[src/pkg/sram_wr_pkg.sv]
// Shared constants for the asynchronous SRAM write sequencer.
// Assumes one 25 MHz clock, which is also the timing clock of every period.
package sram_wr_pkg;

    // Register byte addresses on the APB bus
    localparam logic [7:0] ADDR_TIMING_CFG = 8'h00;
    localparam logic [7:0] ADDR_SEQ_CTRL   = 8'h04;
    localparam logic [7:0] ADDR_SEQ_STATUS = 8'h08;

    // Reset values and writable-bit masks
    localparam logic [31:0] TIMING_CFG_RESET = 32'h0000_0000;
    localparam logic [31:0] TIMING_CFG_MASK  = 32'hFFFF_3F73;
    localparam logic [31:0] SEQ_CTRL_RESET   = 32'h0000_0000;
    localparam logic [31:0] SEQ_CTRL_MASK    = 32'h0000_0031;

    // Timing register field positions
    localparam int WR_SETUP_MSB  = 31;
    localparam int WR_SETUP_LSB  = 28;
    localparam int WR_STROBE_MSB = 27;
    localparam int WR_STROBE_LSB = 22;
    localparam int WR_HOLD_MSB   = 21;
    localparam int WR_HOLD_LSB   = 20;
    localparam int RD_HOLD_MSB   = 1;
    localparam int RD_HOLD_LSB   = 0;
    localparam int MEM_KIND_MSB  = 6;
    localparam int MEM_KIND_LSB  = 4;

    // Control register field positions
    localparam int VARIANT_B_BIT = 0;
    localparam int TURN_MSB      = 5;
    localparam int TURN_LSB      = 4;

    // Memory kind code for 32-bit asynchronous memory
    localparam logic [2:0] MEM_KIND_ASYNC32 = 3'h2;

    // Cycle figures of the sequence
    localparam logic [3:0] SETUP_MIN_FIRST_A = 4'h2;
    localparam logic [3:0] SETUP_MIN         = 4'h1;
    localparam logic [5:0] CE_TAIL_WITH_HOLD = 6'h03;
    localparam logic [5:0] CE_TAIL_NO_HOLD   = 6'h04;
    localparam logic [5:0] READ_CE_HOLD_BASE = 6'h07;

    // Sequencer states
    typedef enum logic [2:0] {
        ST_IDLE, ST_TURN, ST_RDHOLD, ST_SETUP, ST_STROBE, ST_HOLD, ST_CETAIL
    } seq_state_type;

endpackage

[src/rtl/async_sram_write_sequencer.sv]
// Write-cycle sequencer for an asynchronous static RAM, with APB registers.
// Assumes the read engine is elsewhere and pulses readDone after each read.
`timescale 1ns/1ns
module async_sram_write_sequencer
    import sram_wr_pkg::*;
(
    input  wire logic        clk_sys,
    input  wire logic        reset_n,
    input  wire logic        psel,
    input  wire logic        penable,
    input  wire logic        pwrite,
    input  wire logic [7:0]  paddr,
    input  wire logic [31:0] pwdata,
    output logic [31:0]      prdata,
    output logic             pready,
    output logic             pslverr,
    input  wire logic        wrReq,
    input  wire logic [19:0] wrAddress,
    input  wire logic [31:0] wrData,
    input  wire logic [3:0]  wrLaneSelN,
    output logic             wrReady,
    input  wire logic        readDone,
    output logic             chip_enable_n,
    output logic [3:0]       byte_lane_select_n,
    output logic [19:0]      ext_address,
    output logic [31:0]      ext_data_bus_out,
    output logic             ext_data_bus_oe,
    input  wire logic [31:0] ext_data_bus_in,
    output logic             write_strobe_n,
    output logic             output_enable_n
);
    seq_state_type state_q;      // Sequencer state
    seq_state_type state_d;
    logic [19:0]   address_q;    // Latched write address
    logic [31:0]   data_q;       // Latched write data
    logic [3:0]    lanes_q;      // Latched lane selects
    logic          dataOe_q;     // Data bus driven
    logic [31:0]   timingCfg;    // Space timing register
    logic [31:0]   seqCtrl;      // Variant and turnaround
    logic [31:0]   statusWord;   // Status view for software
    logic          load;         // Period counter reload
    logic [5:0]    loadValue;
    logic          lastCycle;    // Current period ends this cycle

    // Field views of the timing and control registers
    logic [3:0] wrSetup;
    logic [5:0] wrStrobe;
    logic [1:0] wrHold;
    logic [1:0] rdHold;
    logic [2:0] memKind;
    logic       variantB;
    logic [1:0] turnCycles;

    assign wrSetup    = timingCfg[WR_SETUP_MSB:WR_SETUP_LSB];
    assign wrStrobe   = timingCfg[WR_STROBE_MSB:WR_STROBE_LSB];
    assign wrHold     = timingCfg[WR_HOLD_MSB:WR_HOLD_LSB];
    assign rdHold     = timingCfg[RD_HOLD_MSB:RD_HOLD_LSB];
    assign memKind    = timingCfg[MEM_KIND_MSB:MEM_KIND_LSB];
    assign variantB   = seqCtrl[VARIANT_B_BIT];
    assign turnCycles = seqCtrl[TURN_MSB:TURN_LSB];

    // Register file
    apb_reg_slave u_regs (
        .clk_sys    (clk_sys),
        .reset_n    (reset_n),
        .psel       (psel),
        .penable    (penable),
        .pwrite     (pwrite),
        .paddr      (paddr),
        .pwdata     (pwdata),
        .prdata     (prdata),
        .pready     (pready),
        .pslverr    (pslverr),
        .statusWord (statusWord),
        .timingCfg  (timingCfg),
        .seqCtrl    (seqCtrl)
    );

    // One counter times every period on clk_sys, the timing clock
    period_counter u_period (
        .clk_sys   (clk_sys),
        .reset_n   (reset_n),
        .load      (load),
        .loadValue (loadValue),
        .lastCycle (lastCycle)
    );

    // Setup lengths: variant A first access is stretched to two
    logic [3:0] setupFirst;
    logic [3:0] setupNext;
    assign setupFirst = (!variantB && wrSetup < SETUP_MIN_FIRST_A) ? SETUP_MIN_FIRST_A :
                        (wrSetup < SETUP_MIN) ? SETUP_MIN : wrSetup;
    assign setupNext  = (wrSetup < SETUP_MIN) ? SETUP_MIN : wrSetup;

    // Only the 32-bit async kind is sequenced; anything else is refused
    logic kindOk;
    assign kindOk = (memKind == MEM_KIND_ASYNC32);

    // Last cycle of a write; zero strobe or hold means no such period
    logic writeDone;
    assign writeDone = lastCycle &&
                       ((state_q == ST_HOLD) ||
                        (state_q == ST_STROBE && wrHold == 2'h0) ||
                        (state_q == ST_SETUP && wrStrobe == 6'h00 && wrHold == 2'h0));

    // Request acceptance; a finished read is handled first
    logic idleTake;
    logic nextTake;
    logic readTake;
    logic releaseNow;
    assign readTake   = (state_q == ST_IDLE) && readDone;
    assign idleTake   = (state_q == ST_IDLE) && !readDone && wrReq && kindOk;
    assign nextTake   = writeDone && wrReq && kindOk;
    assign releaseNow = writeDone && !nextTake;
    assign wrReady    = idleTake || nextTake;

    // Where a write goes once its hold is over
    seq_state_type endState;
    logic [5:0]    endValue;
    logic [5:0]    tailLen;
    assign tailLen  = (wrHold != 2'h0) ? CE_TAIL_WITH_HOLD : CE_TAIL_NO_HOLD;
    assign endState = nextTake ? ST_SETUP :
                      (!variantB ? ST_CETAIL : ST_IDLE);
    assign endValue = nextTake ? {2'h0, setupNext} - 6'h01 : tailLen - 6'h01;

    // Read-side lengths: CE hold after read, or turnaround
    logic [5:0] readCeHold;
    assign readCeHold = READ_CE_HOLD_BASE - {4'h0, rdHold};

    // Next-state and period loading
    always_comb begin
        state_d   = state_q;
        load      = 1'b0;
        loadValue = 6'h00;
        case (state_q)
            ST_IDLE: begin
                if (readTake && variantB && turnCycles != 2'h0) begin
                    state_d   = ST_TURN;
                    load      = 1'b1;
                    loadValue = {4'h0, turnCycles} - 6'h01;
                end else if (readTake && !variantB) begin
                    state_d   = ST_RDHOLD;
                    load      = 1'b1;
                    loadValue = readCeHold - 6'h01;
                end else if (idleTake) begin
                    state_d   = ST_SETUP;
                    load      = 1'b1;
                    loadValue = {2'h0, setupFirst} - 6'h01;
                end
            end
            ST_TURN, ST_RDHOLD, ST_CETAIL: begin
                if (lastCycle) begin
                    state_d = ST_IDLE;
                end
            end
            ST_SETUP: begin
                if (lastCycle && wrStrobe != 6'h00) begin
                    state_d   = ST_STROBE;
                    load      = 1'b1;
                    loadValue = wrStrobe - 6'h01;
                end else if (lastCycle && wrHold != 2'h0) begin
                    state_d   = ST_HOLD;
                    load      = 1'b1;
                    loadValue = {4'h0, wrHold} - 6'h01;
                end else if (lastCycle) begin
                    state_d   = endState;
                    load      = 1'b1;
                    loadValue = endValue;
                end
            end
            ST_STROBE: begin
                if (lastCycle && wrHold != 2'h0) begin
                    state_d   = ST_HOLD;
                    load      = 1'b1;
                    loadValue = {4'h0, wrHold} - 6'h01;
                end else if (lastCycle) begin
                    state_d   = endState;
                    load      = 1'b1;
                    loadValue = endValue;
                end
            end
            ST_HOLD: begin
                if (lastCycle) begin
                    state_d   = endState;
                    load      = 1'b1;
                    loadValue = endValue;
                end
            end
            default: begin
                state_d = ST_IDLE;
            end
        endcase
    end

    // State register
    always_ff @(posedge clk_sys or negedge reset_n) begin
        if (!reset_n) begin
            state_q <= ST_IDLE;
        end else begin
            state_q <= state_d;
        end
    end

    // Address, lanes and data captured when a write is taken
    always_ff @(posedge clk_sys or negedge reset_n) begin
        if (!reset_n) begin
            address_q <= 20'h0_0000;
            data_q    <= 32'h0000_0000;
            lanes_q   <= 4'hF;
        end else if (wrReady) begin
            address_q <= wrAddress;
            data_q    <= wrData;
            lanes_q   <= wrLaneSelN;
        end
    end

    // Data drive: a following write keeps the bus, avoiding a glitch
    always_ff @(posedge clk_sys or negedge reset_n) begin
        if (!reset_n) begin
            dataOe_q <= 1'b0;
        end else if (wrReady) begin
            dataOe_q <= 1'b1;
        end else if (releaseNow) begin
            dataOe_q <= 1'b0;
        end
    end

    // Pin decode from registered state
    logic ceActive;
    assign ceActive = (state_q == ST_SETUP) || (state_q == ST_STROBE) ||
                      (state_q == ST_HOLD) || (state_q == ST_CETAIL) ||
                      (state_q == ST_RDHOLD);
    assign chip_enable_n      = !ceActive;
    assign write_strobe_n     = (state_q != ST_STROBE);
    assign byte_lane_select_n = lanes_q;
    assign ext_address        = address_q;
    assign ext_data_bus_out   = data_q;
    assign ext_data_bus_oe    = dataOe_q;
    // Writes never open the memory's outputs
    assign output_enable_n    = 1'b1;

    // Status: busy, CE, data drive, last bus sample
    assign statusWord = {ext_data_bus_in[31:4], 1'b0, dataOe_q, ceActive,
                         state_q != ST_IDLE};

    logic firstTakeA;
    logic setupLast;
    logic strobeLast;
    assign firstTakeA = idleTake && !variantB;
    assign setupLast  = (state_q == ST_SETUP) && lastCycle;
    assign strobeLast = (state_q == ST_STROBE) && lastCycle;
endmodule

[src/rtl/period_counter.sv]
// Down counter that times one setup, strobe, hold or overhead period.
// Assumes the loader gives the period length minus one.
`timescale 1ns/1ns
module period_counter
    import sram_wr_pkg::*;
(
    input  wire logic       clk_sys,
    input  wire logic       reset_n,
    input  wire logic       load,
    input  wire logic [5:0] loadValue,
    output logic            lastCycle
);
    logic [5:0] count_q;  // Cycles left after this one
    logic [5:0] count_d;

    // Reload wins; otherwise count down and rest at zero
    assign count_d   = load ? loadValue : ((count_q == 6'h00) ? count_q : count_q - 6'h01);
    assign lastCycle = (count_q == 6'h00);

    // Count register
    always_ff @(posedge clk_sys or negedge reset_n) begin
        if (!reset_n) begin
            count_q <= 6'h00;
        end else begin
            count_q <= count_d;
        end
    end
endmodule

[src/rtl/apb_reg_slave.sv]
// APB slave holding the timing and control registers, plus a status view.
// Assumes an APB master; answers with no wait states, errors off the map.
`timescale 1ns/1ns
module apb_reg_slave
    import sram_wr_pkg::*;
(
    input  wire logic        clk_sys,
    input  wire logic        reset_n,
    input  wire logic        psel,
    input  wire logic        penable,
    input  wire logic        pwrite,
    input  wire logic [7:0]  paddr,
    input  wire logic [31:0] pwdata,
    output logic [31:0]      prdata,
    output logic             pready,
    output logic             pslverr,
    input  wire logic [31:0] statusWord,
    output logic [31:0]      timingCfg,
    output logic [31:0]      seqCtrl
);
    logic [31:0] timingCfg_q;  // Space timing configuration
    logic [31:0] seqCtrl_q;    // Variant and turnaround
    logic        hitCfg;
    logic        hitCtrl;
    logic        hitStatus;
    logic        access;
    logic        setupPhase;   // First cycle of a transfer
    logic [31:0] readMux;      // Word selected by the address
    logic [31:0] prdata_q;     // Read data, loaded in the setup phase

    // Address decode
    assign hitCfg    = (paddr == ADDR_TIMING_CFG);
    assign hitCtrl   = (paddr == ADDR_SEQ_CTRL);
    assign hitStatus = (paddr == ADDR_SEQ_STATUS);
    assign access    = psel && penable;

    // Zero wait states; unmapped addresses take an error
    assign pready  = 1'b1;
    assign pslverr = access && !(hitCfg || hitCtrl || hitStatus);

    // Read mux; reserved bits were masked at write time
    assign readMux    = hitCfg ? timingCfg_q :
                        hitCtrl ? seqCtrl_q :
                        hitStatus ? statusWord : 32'h0000_0000;
    assign setupPhase = psel && !penable;
    assign prdata     = prdata_q;

    // Read word captured at the setup edge, so it stands through the access phase
    always_ff @(posedge clk_sys or negedge reset_n) begin
        if (!reset_n) begin
            prdata_q <= 32'h0000_0000;
        end else if (setupPhase && !pwrite) begin
            prdata_q <= readMux;
        end
    end

    assign timingCfg = timingCfg_q;
    assign seqCtrl   = seqCtrl_q;

    // Writes land in the access phase only
    always_ff @(posedge clk_sys or negedge reset_n) begin
        if (!reset_n) begin
            timingCfg_q <= TIMING_CFG_RESET;
            seqCtrl_q   <= SEQ_CTRL_RESET;
        end else if (access && pwrite) begin
            if (hitCfg) begin
                timingCfg_q <= pwdata & TIMING_CFG_MASK;
            end
            if (hitCtrl) begin
                seqCtrl_q <= pwdata & SEQ_CTRL_MASK;
            end
        end
    end
endmodule

[config.mk]
export PLATFORM = sky130hd
export DESIGN_NAME = async_sram_write_sequencer
export DESIGN_NICKNAME = d
export VERILOG_FILES = /design/src/pkg/sram_wr_pkg.sv /design/src/rtl/async_sram_write_sequencer.sv /design/src/rtl/period_counter.sv /design/src/rtl/apb_reg_slave.sv
export SDC_FILE = /design/constraint.sdc
export NUM_CORES = 1
export LEC_CHECK = 0
export ABC_AREA = 1
export BUFFER_PORTS_ARGS = -buffer_cell sky130_fd_sc_hd__buf_4
export CORE_MARGIN = 2
export CORE_UTILIZATION = 46
export DETAILED_ROUTE_END_ITERATION = 8
export PLACE_DENSITY = 0.77
export REMOVE_ABC_BUFFERS = 1
export SLEW_MARGIN = 20
export SYNTH_ARGS = -nofsm -noshare
export SYNTH_HDL_FRONTEND = slang
export SYNTH_HIERARCHICAL = 1
export SYNTH_SLANG_ARGS = --single-unit
[constraint.sdc]
create_clock -name clk_sys -period 1.75 [get_ports clk_sys]
set_input_delay 0 -clock clk_sys [delete_from_list [all_inputs] [get_ports clk_sys]]
set_output_delay 0 -clock clk_sys [all_outputs]
set_load 0.01 [all_outputs]
==> results.md <==
Outcome:
- The run finished, with violations left.
- The checks that failed: negative setup slack.

Placement:
- Port buffering added 218 buffers.
- Routability-driven placement finished with a final weighted congestion of around 0.9.
- The placed instances occupy a cell area of 0.00883 mm^2.
- The worst slack at placement is -0.220 ns.
- The half-perimeter wire length of the detailed placement result is 14300 um.

Drt:
- Detailed routing inserted a total of approximately 9000 vias.
- For this run, the detailed router's first-pass iteration total came to 6.
- Dividing the detail-routed wire length by the instance count gives roughly 24 um.
- The via-per-instance ratio is approximately 6.1.
- The remaining antenna violation count is 0.
- The DRC violations left is 0.
- For this block, the initial DRC count from the detailed router was 1340.
- The total detailed-routing wirelength is 36200 um.

Finish:
- The footprint of the flip-flops and latches is about 0.0032 mm^2.
- The net count of the finished layout is ~1500.
- Summing all non-filler instances in the final layout gives an area of 0.0121 mm^2.
- In the final layout, the multi-input gates occupy approximately 0.0036 mm^2.
- From synthesis to final layout, the design area changed by 83.9%.
- The leading cell type in the layout, fill and taps excluded is sky130_fd_sc_hd__nand2_1.
- The core occupancy in the finished layout is just under 90%.
- The top cell types in the final layout, fill and taps aside, are 310 x sky130_fd_sc_hd__nand2_1, 304 x sky130_fd_sc_hd__buf_4, 122 x sky130_fd_sc_hd__dfrtp_1.
- After filler insertion, the fill cell instance count of the layout stands at roughly 550.
- The post-route netlist has between 40 and 50% of its cells at a drive strength greater than 1.

Power and ir drop:
- The share of total power dissipated in the clock network is between 30% and 40%.
- The total power of the final layout is roughly 10 mW.
- The portion of total power attributed to sequential cells is ~33%.
- The power density of the placed cells is approximately 850 mW/mm^2.
- For this design the static power due to leakage is roughly 6.6 nW.
- The internal portion of the total power is roughly 6.9 mW.
- The net switching fraction of the power is approximately 33%.
- Combinational cells account for between 30% and 40% of the total power.
- The worst-case IR drop observed on VDD is roughly 0.83 mV.
- For this design the total switching power over the nets is ~3.3 mW.

Floorplan:
- The chip height is approximately 120 um.
- The number of core rows is 43.
- For this design the top-level I/O count stands at 230.
- The die width is between 100 and 150 um.
- The die covers around 0.015 mm^2.
- The region available for standard cell placement spans ~0.014 mm^2.
- The starting density of the core is ~47%.

STA:
- Across the routed clock network, the largest skew measured is between 0.015 and 0.02 ns.
- The achievable frequency is ~480 MHz.
- Setup repair after global routing could not meet its margin everywhere.
- The final number of setup-violating endpoints is 67.
- The worst hold margin is 0.103 ns.
- The final number of max-transition violations is 0.
- The number of endpoints with negative hold slack in the final report is 0.
- Setup slack on the critical path of the routed design comes to -0.351 ns.
- For the pin with the worst max-slew slack, the measured transition is about 0.54 ns.
- The minimum period implied by the final worst setup slack is approximately 2.1 ns.
- Dividing the final minimum period by the clock period gives 120%.
- Measured against its own limit, the worst slew margin works out to a little under two thirds.

Critical path:
- The library cell appearing most often on the critical path is sky130_fd_sc_hd__nand2_4.
- The origin of the critical flop-to-flop path is u_regs/timingCfg[22]$_DFFE_PN0P_.
- Data arrives at the worst endpoint at between 2 and 2.5 ns.
- The worst setup path is launched from a flip-flop.
- The critical-path maximum fanout is 7.
- At the worst endpoint, the required time is roughly 2.1 ns.
- The worst reg-to-reg setup slack is -0.35 ns.
- The last element of the critical path is ext_data_bus_out[12]$_DFFE_PN0P_.
- The largest individual stage delay along the critical path comes from the cell sky130_fd_sc_hd__dfrtp_1.
- The critical path starts at u_regs/timingCfg[22]$_DFFE_PN0P_.
- Measured in cells, the most critical reg-to-reg path has a length of 13.
- The kind of critical path is flip-flop to flip-flop.
- The worst register-to-register path ends at ext_data_bus_out[12]$_DFFE_PN0P_.
- The type of destination of the critical path is a flip-flop.
- Traced cell by cell, the critical path runs through inv_2, ha_4, nand2_4, nor2_4, nand3_2, nand2_4, nand3_4, nand2_4, buf_12, buf_12, clkbuf_16, nand2_2, nand2_1.
- The delay of the slowest critical-path stage is around 0.4 ns.

Yosys:
- The number of standard cells after synthesis is around 870.
- The mean area per synthesized cell is between 7 and 8 um^2.
- Yosys printed 6 warnings.
- The post-synthesis instance area is 0.00655 mm^2.

Global route:
- After global routing the overflow that remains totals 0.
- The maximum number of pins on one net before global-route repair is 52.
- The via count of the first global-routing pass is approximately 8000.
- The first global-routing pass estimated between 40000 and 50000 um of wire.
- The overall track demand over capacity in global routing is 35.0%.
- The number of antenna violations at the first check in global routing is 2.

CTS:
- The clock passes through at most 2 buffers.
- In this run the clock root is driven by a sky130_fd_sc_hd__clkbuf_16.
- The later-pin clock latency in the skew report is approximately 0.44 ns.
- The clock tree synthesis step divided the H-tree into 4 levels.
- Clock-pin slew was measured on the worst setup and hold paths at ~0.07 ns.
- TritonCTS built the clock tree.
- For this design, the sink count on the clock tree is between 100 and 150.
- The number of buffers created by CTS is 17.

Worst hold path:
- The path class of the tightest hold or removal check is input pin to flip-flop.

Run:
- The count of maximum capacitance violations is 0.
area by class of cell:
cell class              instances  area share, %
clock buffers                  19           3.76
flip-flops and latches        128           26.6
diodes                          3         0.0623
inverters                      58           2.11
repair inverters                1         0.0934
multi-input cells             644           30.1
clock inverters                13           1.12
repair buffers                457           34.3
well taps                     180           1.87
worst max-delay path: cells and delay by family, from the launching register on:
family | cells | cell delay [ns]
flops | 1 | 0.40
buf+inv | 4 | 0.58
fa+ha+maj | 1 | 0.15
simple gates | 8 | 0.91
how the worst min path moves through the flow:
stage                                      endpoint  cells past startpoint  slack (ns)    start
floorplan                ext_address[0]$_DFFE_PN0P_                      0       -0.30  reset_n
global placement    u_regs/timingCfg[9]$_DFFE_PN0P_                      1       -0.02  reset_n
detailed placement  u_regs/timingCfg[9]$_DFFE_PN0P_                      1       -0.02  reset_n
CTS                 u_regs/timingCfg[6]$_DFFE_PN0P_                      5        0.02   pwrite
global route        u_regs/timingCfg[1]$_DFFE_PN0P_                      5        0.09   pwrite
finish              u_regs/timingCfg[1]$_DFFE_PN0P_                      5        0.10  penable
power by group through the flow:
| stage | Combinational (mW) | Clock, mW | Sequential, mW |
|---|---|---|---|
| after floorplan | 0.960 | 0 | 3.37 |
| after global placement | 2.12 | 0 | 3.32 |
| after detailed placement | 2.14 | 0 | 3.32 |
| after CTS | 2.69 | 3.58 | 3.30 |
| after global routing | 3.44 | 3.78 | 3.36 |
| final | 3.23 | 3.68 | 3.35 |
per-layer routing:
metal  global-route usage, %  routed length, um  vias to the layer above
li1                        -                  -                     3596
met1                    40.0              11000                     4163
met2                    61.1              16600                     1019
met3                    7.61               4550                      393
met4                    18.3               4110                        0
met5                       0                  0                        -
what timing repair did:
item                                   4_1_cts  5_1_grt
resized for setup                           68      217
buffers inserted                            24       12
hold buffers                               112        0
endpoints found under the hold margin      242        0
cloned                                       4       12
setup endpoints to repair                   68       68
pin swaps                                   26       65
registers in the layout, indices dropped and copies added, names as in the netlist, 3 cells and up:
name and flops:
u_regs/seqCtrl 3, u_regs/timingCfg 27, u_period/count_q 6, u_regs/prdata 32, byte_lane_select_n 4, ext_data_bus_out 32, ext_address 20, state_q 3
stage by stage:
step           cells  setup TNS [ns]
5_1_grt         1501          -19.48
6_report        1503          -16.53
3_3_place_gp    1307           -5.14
2_1_floorplan    830          -62.28
4_1_cts         1478           -6.50
3_5_place_dp    1307           -7.13
No activity file was read; power rests on OpenSTA's default activity.
